## src/hdl/cfh_cfg.svh

```systemverilog
`ifndef CFH_CFG_SVH
`define CFH_CFG_SVH
// ----------------------------------------
// Register byte offsets
// ----------------------------------------
`define CFH_OFS_CTRL 8'h00
`define CFH_OFS_INTEG 8'h04
`define CFH_OFS_HYST 8'h08
`define CFH_OFS_CMP 8'h0C
`define CFH_OFS_COUNT 8'h10
`define CFH_OFS_MEAS 8'h14
`define CFH_OFS_STATUS 8'h18
// ----------------------------------------
// Control and status bit positions
// ----------------------------------------
`define CFH_CTL_FREQ 0
`define CFH_CTL_GATE 1
`define CFH_CTL_CMP_LO 2
`define CFH_CTL_IRQ_LO 4
`define CFH_CTL_EOM 6
`define CFH_STS_FLAG 0
`define CFH_STS_HYST 1
`define CFH_STS_OUT 2
`define CFH_STS_GATE 3
`define CFH_STS_PEND 4
// ----------------------------------------
// Field encodings
// ----------------------------------------
`define CFH_CMP_NONE 2'h0
`define CFH_CMP_GE 2'h1
`define CFH_CMP_LE 2'h2
`define CFH_CMP_PULSE 2'h3
`define CFH_IRQ_NONE 2'h0
`define CFH_IRQ_PROC 2'h1
`define CFH_IRQ_DIAG 2'h2
`define CFH_HYST_OFF 8'h01
// ----------------------------------------
// Reset values, limits and timing
// ----------------------------------------
`define CFH_INTEG_MIN 14'h000A
`define CFH_INTEG_MAX 14'h2710
`define CFH_INTEG_RST 14'h0064
`define CFH_MHZ_SCALE 20'hF_4240
`define CFH_CLK_PERIOD_NS 20
`define CFH_TIMEBASE_NS 1000000
`endif

```

## src/hdl/cfh_pkg.sv

```systemverilog
package cfh_pkg;
  // Avalon-MM request from the bus master
  typedef struct packed {
    logic read;
    logic write;
    logic [7:0] address;
    logic [3:0] byteenable;
    logic [31:0] writedata;
  } cfh_avs_req_t;
  // Integration window sequencer
  typedef enum logic {CFH_IDLE, CFH_RUN} cfh_win_t;
endpackage

```

## src/hdl/cfh_channel.sv

```systemverilog
// Our own choices: the placing of the registers and the Avalon-MM slave port.
`timescale 1ns/1ps
`include "cfh_cfg.svh"
// Notes on behaviour
// hysteresis activates when comparison becomes true
// pulse mode: equality sets output, arms hysteresis
// active hysteresis freezes the comparison result
// rearm only on fresh comparison hit
// pulse mode: leave band above, clear output
// equality during hysteresis keeps output, no retrigger
// frequency mode counts rising edges per window
// window 10 to 10000 ms, 1 ms steps
// result updates only after full window
// no edge in window reports zero
// result is in millihertz
// each channel has its own logic
// frequency measured on input B
// interrupt select: none, process, diag plus process
// diagnostic only for lost hardware interrupt
// end of window raises hardware interrupt
// frequency mode ignores comparison parameters
// hysteresis band 0 to 255 counts
// hysteresis of 0 or 1 disables it
// zero pulse: output follows comparison condition
// software gate starts, stops, restarts window
// millihertz = edges times million over ms
module cfh_channel import cfh_pkg::*; #(
  parameter int unsigned CYC_PER_MS = `CFH_TIMEBASE_NS / `CFH_CLK_PERIOD_NS // Clocks per ms
) (
  input wire logic clk, // 50 MHz system clock
  input wire logic reset, // Async reset, active high
  input wire cfh_avs_req_t avs_req, // Avalon-MM request
  output logic [31:0] avs_readdata, // Avalon-MM read data
  output logic avs_waitrequest, // Avalon-MM wait request
  input wire logic chan_in_a, // Pulse input A, asynchronous
  input wire logic chan_in_b, // Input B, asynchronous
  output logic compare_out, // Compare output
  output logic hw_irq, // Hardware interrupt, one-cycle pulse
  output logic diag_irq // Lost-interrupt diagnostic, one-cycle pulse
);
  // ----------------------------------------
  // State
  // ----------------------------------------
  typedef struct packed {
    logic wreq; // Wait request
    logic [31:0] rdata; // Read data
    logic freq_mode; // Frequency measurement selected
    logic gate; // software_gate_enable
    logic [1:0] cmp_mode; // Comparison mode
    logic [1:0] irq_sel; // Interrupt selection
    logic eom_en; // End-of-measurement interrupt enable
    logic [13:0] integ; // Integration time, ms
    logic [7:0] hyst; // Hysteresis band
    logic [31:0] cmp_val; // Comparison value
    logic [31:0] count; // Counter value
    logic [31:0] meas; // measured_frequency_value
    logic flag; // comparator_result_flag
    logic hyst_act; // Hysteresis active
    logic cond_prev; // Condition one cycle earlier
    logic cmp_out; // Compare output
    logic pend; // Hardware interrupt pending
    logic [2:0] a_sync; // Sync chain and edge history, A
    logic [2:0] b_sync; // Sync chain and edge history, B
    cfh_win_t win; // Window sequencer
    logic [15:0] tick; // Clocks within current ms
    logic [13:0] ms; // Ms within current window
    logic [13:0] win_len; // Length of running window
    logic [31:0] edges; // Edges in running window
    logic [31:0] cap; // Edges of finished window
    logic div_go; // Start divider
    logic hw_irq; // Interrupt pulse
    logic diag_irq; // Diagnostic pulse
  } cfh_state_t;
  cfh_state_t s_q, s_d;

  logic req; // Request present
  logic acc; // Access completes this edge
  logic cond; // Comparison condition
  logic band; // Counter inside hysteresis band
  logic hyst_on; // Hysteresis enabled
  logic cmp_run; // Comparator in use
  logic a_rise; // Rising edge on A
  logic b_rise; // Rising edge on B
  logic win_end; // Window expires this edge
  logic div_done; // Divider result valid
  logic [31:0] div_q; // Divider result
  logic [51:0] dividend; // Edges times one million

  // ----------------------------------------
  // Helpers
  // ----------------------------------------
  // Merge write data into a register under byte enables
  function automatic logic [31:0] be_merge(input logic [31:0] old, input logic [31:0] wd,
                                           input logic [3:0] be);
    logic [31:0] r;
    r = old;
    for (int i = 0; i < 4; i++) begin
      if (be[i]) begin
        r[i*8 +: 8] = wd[i*8 +: 8];
      end
    end
    return r;
  endfunction

  // Counter within cmp - h .. cmp + h, computed without wrap
  function automatic logic in_band(input logic [31:0] c, input logic [31:0] v,
                                   input logic [7:0] h);
    logic [32:0] lo;
    logic [32:0] hi;
    lo = (v >= {24'h00_0000, h}) ? {1'b0, v - {24'h00_0000, h}} : 33'h0_0000_0000;
    hi = {1'b0, v} + {25'h000_0000, h};
    return ({1'b0, c} >= lo) && ({1'b0, c} <= hi);
  endfunction

  // Keep the integration time within its legal range
  function automatic logic [13:0] clamp_integ(input logic [31:0] v);
    if (v < {18'h0_0000, `CFH_INTEG_MIN}) begin
      return `CFH_INTEG_MIN;
    end else if (v > {18'h0_0000, `CFH_INTEG_MAX}) begin
      return `CFH_INTEG_MAX;
    end
    return v[13:0];
  endfunction

  // ----------------------------------------
  // Divider for the millihertz result
  // ----------------------------------------
  assign dividend = 52'(s_q.cap) * 52'(`CFH_MHZ_SCALE);
  // Private divider, nothing shared with other channels
  cfh_div #(.NW(52), .DW(14)) u_div (
    .clk(clk),
    .reset(reset),
    .start(s_q.div_go),
    .dividend(dividend),
    .divisor(s_q.win_len),
    .done(div_done),
    .quotient(div_q)
  );

  // ----------------------------------------
  // Next state
  // ----------------------------------------
  always_comb begin
    s_d = s_q;
    s_d.hw_irq = 1'b0;
    s_d.diag_irq = 1'b0;
    s_d.div_go = 1'b0;
    win_end = 1'b0;
    // Input synchronisers, third stage keeps history
    s_d.a_sync = {s_q.a_sync[1:0], chan_in_a};
    s_d.b_sync = {s_q.b_sync[1:0], chan_in_b};
    a_rise = s_q.a_sync[1] & ~s_q.a_sync[2];
    b_rise = s_q.b_sync[1] & ~s_q.b_sync[2];

    // Pulse counting on A outside frequency mode
    if (!s_q.freq_mode && a_rise) begin
      s_d.count = s_q.count + 32'h0000_0001;
    end

    // Bus slave: wait one cycle, then complete
    req = avs_req.read | avs_req.write;
    acc = req & ~s_q.wreq;
    s_d.wreq = ~(req & s_q.wreq);
    if (req && s_q.wreq && avs_req.read) begin
      case (avs_req.address)
        `CFH_OFS_CTRL: begin
          s_d.rdata = {25'h000_0000, s_q.eom_en, s_q.irq_sel, s_q.cmp_mode, s_q.gate,
                       s_q.freq_mode};
        end
        `CFH_OFS_INTEG: s_d.rdata = {18'h0_0000, s_q.integ};
        `CFH_OFS_HYST: s_d.rdata = {24'h00_0000, s_q.hyst};
        `CFH_OFS_CMP: s_d.rdata = s_q.cmp_val;
        `CFH_OFS_COUNT: s_d.rdata = s_q.count;
        `CFH_OFS_MEAS: s_d.rdata = s_q.meas;
        `CFH_OFS_STATUS: begin
          s_d.rdata = {27'h000_0000, s_q.pend, s_q.win == CFH_RUN, s_q.cmp_out,
                       s_q.hyst_act, s_q.flag};
        end
        default: s_d.rdata = 32'h0000_0000;
      endcase
    end
    if (acc && avs_req.write) begin
      case (avs_req.address)
        `CFH_OFS_CTRL: begin
          if (avs_req.byteenable[0]) begin
            s_d.freq_mode = avs_req.writedata[`CFH_CTL_FREQ];
            s_d.gate = avs_req.writedata[`CFH_CTL_GATE];
            s_d.cmp_mode = avs_req.writedata[`CFH_CTL_CMP_LO +: 2];
            s_d.irq_sel = avs_req.writedata[`CFH_CTL_IRQ_LO +: 2];
            s_d.eom_en = avs_req.writedata[`CFH_CTL_EOM];
          end
        end
        `CFH_OFS_INTEG: begin
          s_d.integ = clamp_integ(be_merge({18'h0_0000, s_q.integ}, avs_req.writedata,
                                           avs_req.byteenable));
        end
        `CFH_OFS_HYST: begin
          if (avs_req.byteenable[0]) begin
            s_d.hyst = avs_req.writedata[7:0];
          end
        end
        `CFH_OFS_CMP: s_d.cmp_val = be_merge(s_q.cmp_val, avs_req.writedata, avs_req.byteenable);
        `CFH_OFS_COUNT: s_d.count = be_merge(s_q.count, avs_req.writedata, avs_req.byteenable);
        `CFH_OFS_STATUS: begin
          // Write one clears pending; a new event below wins
          if (avs_req.byteenable[0] && avs_req.writedata[`CFH_STS_PEND]) begin
            s_d.pend = 1'b0;
          end
        end
        default: begin
          // Unmapped or read-only: ignored
        end
      endcase
    end

    // Comparator with hysteresis, unused in frequency mode
    cmp_run = !s_q.freq_mode && (s_q.cmp_mode != `CFH_CMP_NONE);
    hyst_on = s_q.hyst > `CFH_HYST_OFF;
    band = in_band(s_q.count, s_q.cmp_val, s_q.hyst);
    case (s_q.cmp_mode)
      `CFH_CMP_GE: cond = s_q.count >= s_q.cmp_val;
      `CFH_CMP_LE: cond = s_q.count <= s_q.cmp_val;
      `CFH_CMP_PULSE: cond = s_q.count == s_q.cmp_val;
      default: cond = 1'b0;
    endcase
    if (!cmp_run) begin
      s_d.flag = 1'b0;
      s_d.hyst_act = 1'b0;
      s_d.cond_prev = 1'b0;
    end else begin
      s_d.cond_prev = cond;
      if (s_q.hyst_act) begin
        // Result frozen while inside the band
        if (!band) begin
          s_d.hyst_act = 1'b0;
          if (s_q.cmp_mode == `CFH_CMP_PULSE && s_q.count > s_q.cmp_val) begin
            s_d.flag = 1'b0;
          end else begin
            s_d.flag = cond;
          end
        end
      end else if (cond && !s_q.cond_prev && hyst_on) begin
        // Fresh hit: set result and arm hysteresis
        s_d.flag = 1'b1;
        s_d.hyst_act = 1'b1;
      end else begin
        s_d.flag = cond;
      end
    end
    s_d.cmp_out = s_d.flag;

    // Frequency measurement window sequencer
    case (s_q.win)
      CFH_IDLE: begin
        if (s_q.freq_mode && s_q.gate) begin
          s_d.win = CFH_RUN;
          s_d.tick = '0;
          s_d.ms = '0;
          s_d.edges = '0;
          s_d.win_len = s_q.integ;
        end
      end
      CFH_RUN: begin
        if (!(s_q.freq_mode && s_q.gate)) begin
          s_d.win = CFH_IDLE;
        end else begin
          if (b_rise && s_q.edges != 32'hFFFF_FFFF) begin
            s_d.edges = s_q.edges + 32'h0000_0001;
          end
          if (s_q.tick == 16'(CYC_PER_MS - 1)) begin
            s_d.tick = '0;
            if (s_q.ms == s_q.win_len - 14'h0001) begin
              win_end = 1'b1;
              s_d.ms = '0;
              s_d.cap = s_d.edges;
              s_d.edges = '0;
              s_d.div_go = 1'b1;
              s_d.win_len = s_q.integ;
            end else begin
              s_d.ms = s_q.ms + 14'h0001;
            end
          end else begin
            s_d.tick = s_q.tick + 16'h0001;
          end
        end
      end
      default: s_d.win = CFH_IDLE;
    endcase

    // Result changes only when a window has been divided out
    if (div_done) begin
      s_d.meas = div_q;
    end

    // End-of-measurement interrupt and lost-interrupt diagnostic
    if (win_end && s_q.eom_en && s_q.irq_sel != `CFH_IRQ_NONE) begin
      s_d.hw_irq = 1'b1;
      s_d.pend = 1'b1;
      if (s_q.pend && s_q.irq_sel == `CFH_IRQ_DIAG) begin
        s_d.diag_irq = 1'b1;
      end
    end
  end

  // ----------------------------------------
  // State register
  // ----------------------------------------
  always_ff @(posedge clk or posedge reset) begin
    if (reset) begin
      s_q <= '0;
      s_q.wreq <= 1'b1;
      s_q.integ <= `CFH_INTEG_RST;
      s_q.win_len <= `CFH_INTEG_RST;
    end else begin
      s_q <= s_d;
    end
  end

  assign avs_readdata = s_q.rdata;
  assign avs_waitrequest = s_q.wreq;
  assign compare_out = s_q.cmp_out;
  assign hw_irq = s_q.hw_irq;
  assign diag_irq = s_q.diag_irq;
endmodule

```

## src/hdl/cfh_div.sv

```systemverilog
`timescale 1ns/1ps
// Restoring divider, one quotient bit per clock
module cfh_div import cfh_pkg::*; #(
  parameter int NW = 52, // Dividend width
  parameter int DW = 14 // Divisor width
) (
  input wire logic clk, // System clock
  input wire logic reset, // Async reset, active high
  input wire logic start, // Load operands, one-cycle pulse
  input wire logic [NW-1:0] dividend, // Numerator
  input wire logic [DW-1:0] divisor, // Denominator, never zero
  output logic done, // Quotient valid, one-cycle pulse
  output logic [31:0] quotient // Saturated quotient
);
  typedef struct packed {
    logic busy;
    logic done;
    logic [5:0] idx;
    logic [NW-1:0] quot;
    logic [DW-1:0] rem;
    logic [DW-1:0] dvs;
  } cfh_div_t;
  cfh_div_t s_q, s_d;
  logic [DW:0] shifted; // Partial remainder after shift

  // Next state
  always_comb begin
    s_d = s_q;
    s_d.done = 1'b0;
    shifted = {s_q.rem, s_q.quot[NW-1]};
    if (start) begin
      s_d.busy = 1'b1;
      s_d.idx = 6'(NW - 1);
      s_d.quot = dividend;
      s_d.rem = '0;
      s_d.dvs = divisor;
    end else if (s_q.busy) begin
      // Subtract when the divisor fits
      if (shifted >= {1'b0, s_q.dvs}) begin
        s_d.rem = DW'(shifted - {1'b0, s_q.dvs});
        s_d.quot = {s_q.quot[NW-2:0], 1'b1};
      end else begin
        s_d.rem = shifted[DW-1:0];
        s_d.quot = {s_q.quot[NW-2:0], 1'b0};
      end
      if (s_q.idx == 6'h00) begin
        s_d.busy = 1'b0;
        s_d.done = 1'b1;
      end else begin
        s_d.idx = s_q.idx - 6'h01;
      end
    end
  end

  // State register
  always_ff @(posedge clk or posedge reset) begin
    if (reset) begin
      s_q <= '0;
    end else begin
      s_q <= s_d;
    end
  end

  assign done = s_q.done;
  assign quotient = (|s_q.quot[NW-1:32]) ? 32'hFFFF_FFFF : s_q.quot[31:0];
endmodule

```

## config.mk

```make
export PLATFORM = sky130hd
export DESIGN_NAME = cfh_channel
export DESIGN_NICKNAME = d
export VERILOG_FILES = /design/src/hdl/cfh_pkg.sv /design/src/hdl/cfh_channel.sv /design/src/hdl/cfh_div.sv
export VERILOG_INCLUDE_DIRS = /design/src /design/src/hdl
export SDC_FILE = /design/constraint.sdc
export NUM_CORES = 2
export LEC_CHECK = 0
export CORE_MARGIN = 1
export CORE_UTILIZATION = 45
export CTS_CLUSTER_DIAMETER = 150
export CTS_CLUSTER_SIZE = 25
export DETAILED_ROUTE_END_ITERATION = 8
export DONT_BUFFER_PORTS = 1
export PLACE_DENSITY = 0.66
export SYNTH_ARGS = -nofsm -noshare
export SYNTH_HDL_FRONTEND = slang
export SYNTH_SLANG_ARGS = --single-unit
```

## constraint.sdc

```tcl
create_clock -name clk -period 21.1 [get_ports clk]
set_input_delay 3.165 -clock clk [delete_from_list [all_inputs] [get_ports clk]]
set_output_delay 3.165 -clock clk [all_outputs]
set_load 0.1 [all_outputs]
```

**Yosys cells after proc, flatten, opt, wreduce, memory -nomap -nowiden**

Index checks and enable logic that the tools add are counted.

- Reduce and logical (&&, ||, !) cells: 39
- $lt $le $gt $ge: 10
- Eq/ne operators: 24
- Muxes and demuxes: 63
- $mul: 1
- Bitwise gates (word level): 10
- Add/sub/neg operators: 9

Operator list:

| kind | count |
|---|---|
| one-hot mux 32 bit (7 select lines) | 1 |
| two-way mux 32 bit | 6 |
| one-hot mux 77 bit (2 select lines) | 1 |
| two-way mux 8 bit | 16 |
| two-way mux 109 bit | 1 |
| two-way mux 93 bit | 1 |
| two-way mux 79 bit | 1 |
| two-way mux 77 bit | 1 |
| two-way mux 74 bit | 1 |
| two-way mux 72 bit | 1 |
| adder 32 x 1 -> 32 bit (second input constant) | 2 |
| greater-or-equal comparator 32 bit | 2 |
| two-way mux 14 bit | 4 |
| multiplier 32 x 14 -> 46 bit (second input constant) | 1 |
| adder 32 x 8 -> 33 bit | 1 |
| less-or-equal comparator 32 x 33 -> 1 bit | 1 |
| == test 32 bit | 1 |
| greater-or-equal comparator 32 x 8 -> 1 bit | 1 |
| > comparator 32 x 14 -> 1 bit (second input constant) | 1 |
| > comparator 32 bit | 1 |
| less-or-equal comparator 32 bit | 1 |
| less-than comparator 32 x 4 -> 1 bit (second input constant) | 1 |
| inequality test 32 bit (second input constant) | 1 |
| subtractor 32 x 8 -> 32 bit | 1 |
| other kinds (36) | 107 |

- Logic and storage cells: 195
- Bits of input ports: 50
- Flip-flop bits (word level): 368

**Longest topological paths before layout**

- Word-level depth: 10
- Gate-level depth with buffers: 24
- Depth with buffers taken out: 24

**By module**

From an unflattened synthesis, not the netlist that was laid out.

- Cell total of the unflattened synthesis: 3,212
- Area total of the unflattened synthesis: 29,852.4 um^2

By module, submodules not included:

| module | area each (um^2) | sequential area each (um^2) | cells each | instances |
|---|---|---|---|---|
| cfh_channel | 24,787.5 | 7,015.5 | 2,668 | 1 |
| cfh_div | 5,064.9 | 2,202.1 | 544 | 1 |

**Least setup slack after synthesis**

OpenSTA, ideal clock, no wires.

- Path kind: flip-flop to flip-flop
- From: reg s_q[10] in the netlist's numbering
- To: reg u_div.s_q[77] in the netlist's numbering
- Period minus slack after synthesis: 6,149 ps
- Setup slack: 14,951 ps
- Path buffers: 0
- Required time: 21,006 ps
- Data arrival time: 6,055 ps
- Stages on the path, launching flop included: 22
- Cell sequence: dfrtp_1 -> inv_1 -> fa_1 -> inv_1 -> fa_1 -> fa_1 -> fa_1 -> ha_1 -> inv_1 -> fa_1 -> inv_1 -> ha_1 -> a21oi_1 -> o21ai_0 -> or3b_2 -> a221o_1 -> a311o_1 -> nor2_1 -> o21ai_0 -> a21o_1 -> o2111a_1 -> a211oi_1

- Longest elaborated chain between the ends: 2

RTL lines:

| element | RTL line | text |
|---|---|---|
| from (decl) | cfh_channel.sv:74 | `cfh_state_t s_q, s_d;` |
| multiplier 32 x 14 -> 46 bit | cfh_channel.sv:128 | `` assign dividend = 52'(s_q.cap) * 52'(`CFH_MHZ_SCALE); `` |
| two-way mux 72 bit | cfh_div.sv:31 | `if (start) begin` |
| to (signal assigned) | cfh_div.sv:58 | `s_q <= '0;` |
| to (signal assigned) | cfh_div.sv:60 | `s_q <= s_d;` |
| to (decl) | cfh_div.sv:23 | `cfh_div_t s_q, s_d;` |

No other way between the ends.
A chain may end at the register's enable or synchronous reset.

**Worst setup path in the final report**

Ends and elaborated chain as after synthesis.

==> results.yml <==
run_status:
  status: "completed"
timing:
  final.setup.tns_ns: 0
  max_freq_mhz: 148
  timing.final.crit_period_ns: 6.75
  tightestPinTransition_ns: 1.22
  finClkSkew_ns: 0.0386
  rsz0062_at_grt: "false"
  drv_slew: 0
  setup-violations-final: 0
  whs_ns: 0.357
  final_hold_viol_count: 0
  slew_headroom_pct: 18.4
  fin_crit_sh_pct: 32.0
routing:
  drc_errors: 0
  drtIter0Drc: 1612
  postRouteAntennaNets: 0
  drt-total-wl_um: 73000
  wire_per_inst_um: 18.5
  routed_via_density: 5.75
  vias: 22700
  dr.pass1.iters: 7
final_layout:
  fin_cells: 3937
  layout-drive-gt1-share_pct: 5.71
  diodes: 0
  area_growth_pct: 3.75
  nNetsFinal: 3547
synth:
  synth_nets: 3651
  synth_most_common_cell: "dfrtp_1"
  synth.top_cells.by_area: "dfrtp_1 31%, ha_1 12%, fa_1 9.4%"
  seq_area_frac_synth_pct: 31.3
  yosysWarnings: 0
  ys_top_cells_by_count: "361 x dfrtp_1, 301 x nand2_1, 286 x ha_1"
  yosysTopAreaCell: "dfrtp_1"
  netlist_area_um2: 29400
  ys.flop_type: "dfrtp_1"
  syn_inst: 3177
  async_flop_share_pct: 100
  ys_ff_latch: 368
  synth_cell_types: 80
  yosys.area.top_type_share_pct: 30.7
  syn_area_per_cell_um2: 9.26
  synth_edf_count: 0
clock_tree:
  cts_buffers: 19
  worstSkewPairLatency_ns: 0.57
  cts_tree: "built"
  cts_setup_buffers: 0
  postCtsHoldBufs: 0
  ctsLongestPathBuffers: 3
  post_cts_resized: 0
  cts_max_level: 1
  cts-root-buf: "clkbuf_16"
  clkTransAtPathRegs_ns: 0.10
  numClockSinks: 368
pwr:
  p_seq_share_pct: 56.3
  p_leak_nw: 14.5
  pwr-share-clk_pct: 31.4
  pwr-share-comb_pct: 12.3
  powerDensity_nw_per_um2: 43.2
  intPower_uw: 957
  p_sw_uw: 362
  p_sw_share_pct: 27.4
  vdd_drop_max_mv: 0.0470
place:
  gp_congestion: 0.950
  dp_hpwl_um: 56800
  dp.cells: 3907
  port_buffers: 0
die:
  start_util_pct: 45.6
  die_x_um: 258
  die_h_um: 258
  ios: 86
  rows: 93
  dieArea_um2: 66400
  core_um2: 64600
setup_path:
  arrival_ns: 7.24
  start_kind: "flop"
  cp_max_fo: 6
  worstSetupEndpointType: "flop"
  path_class: "flop to flop"
  r2r_slack_ns: 14.35
  crit_required_ns: 21.58
global_route:
  grt_max_degree: 121
  grt_usage_pct: 22.0
  grt_remaining_overflow: 0
  grt_pass1_vias: 22000
  grt_pass1_wl_um: 119000
  antenna_found_initial: 0
worst_hold_path:
  holdCritPathClass: "flop to flop"
flow_run:
  maxCapViolations: 0
[power by group through the flow]
stage | registers (mW) | logic, mW | clock network (mW)
after floorplan | 0.744 | 0.129 | 0
after global placement | 0.755 | 0.160 | 0
after detailed placement | 0.755 | 0.162 | 0
after CTS | 0.741 | 0.163 | 0.431
after global routing | 0.744 | 0.189 | 0.451
final | 0.742 | 0.163 | 0.414
[placed cells by master, fill, tap and decap left out, drive strengths merged, types with 8 or more instances in the layout]
master	n
o21a	15
nand2b	23
and2	8
and4	10
o31ai	22
clkbuf	25
nand2	302
o21ai	251
inv	289
nand3	90
a22o	18
a311oi	19
a31oi	11
nor2b	32
xor2	52
xnor2	104
a21boi	9
mux2	67
a211oi	30
a221oi	14
a21o	72
ha	286
fa	138
o22a	36
nor2	210
nor3	56
or3	13
and3	42
buf	26
nor4	29
mux2i	72
a21oi	139
o22ai	20
nand4	54
o21bai	16
dfrtp	361
nor3b	8
[state kept, by name (all words and copies together) (netlist names)]
register         count
avs_readdata        32
avs_waitrequest      1
compare_out          1
diag_irq             1
hw_irq               1
s_d                  4
s_q                240
u_div.done           1
u_div.s_q           87
[layout make-up]
| cell class | count | area [um^2] |
|---|---|---|
| clock buffers | 25 | 498 |
| flip-flops and latches | 368 | 9230 |
| well taps | 855 | 1070 |
| clock inverters | 5 | 47.5 |
| fillers | 6129 | 34000 |
| inverters | 290 | 1100 |
| multi-input cells | 2368 | 18400 |
| repair buffers | 26 | 195 |
[worst max-delay path, cell delays in order (launching register included)]
cell      delay (ns)
dfrtp_1         0.48
inv_1           0.17
fa_1            0.56
inv_1           0.06
fa_1            0.50
fa_1            0.58
fa_1            0.43
ha_1            0.30
inv_1           0.05
fa_1            0.49
inv_1           0.04
ha_1            0.37
a21oi_1         0.23
o21ai_0         0.14
or3b_2          0.45
a221o_1         0.34
a311o_1         0.35
nor2_1          0.20
o21ai_0         0.27
a21o_1          0.25
o2111a_1        0.23
a211oi_1        0.20
[layer usage]
layer | GRT usage [%] | up-vias | share of wire, %
met3 | 2.05 | 102 | 4.2
met2 | 37.4 | 486 | 48
met1 | 30.0 | 11100 | 45
met4 | 6.11 | 0 | 2.6
li1 | - | 11000 | -
met5 | 0 | - | 0
[final timing paths]
kind                       cells past startpoint                start                        end
setup / recovery                              21  s_q[10]$_DFFE_PP0P_  u_div.s_q[77]$_DFFE_PP0P_
hold / removal                                 0   s_d[113]$_DFF_PP0_         s_d[114]$_DFF_PP0_
setup reg to reg                              21  s_q[10]$_DFFE_PP0P_  u_div.s_q[77]$_DFFE_PP0P_
hold reg to reg                                0   s_d[113]$_DFF_PP0_         s_d[114]$_DFF_PP0_
max in group asynchronous                      3                reset        s_q[34]$_DFFE_PP0P_
min in group asynchronous                      1                reset        s_q[85]$_DFFE_PP0P_
[through the flow]
step                power [mW]  area (um^2)  worst slack [ns]  utilization (%)
CTS                       1.34        30500             14.35             47.3
global placement         0.915        30000             14.47             46.4
detailed placement       0.917        30000             14.36             46.4
global route              1.38        30500             14.02             47.3
floorplan                0.873        29400              7.73                -
finish                    1.32        30500             14.35             47.3
[logic make-up (layout without fill, tap and decap cells)]
family / Yosys count / in the layout / share of synthesized area (%)
compound gates: 746 / 746 / 16.6
xor+xnor: 157 / 157 / 4.72
buf+inv: 441 / 346 / 6.22
fa+ha+maj: 424 / 424 / 21.5
mux: 139 / 139 / 5.01
simple gates: 902 / 902 / 14.5
flops: 368 / 368 / 31.3
(Power assumes the default switching activity.)
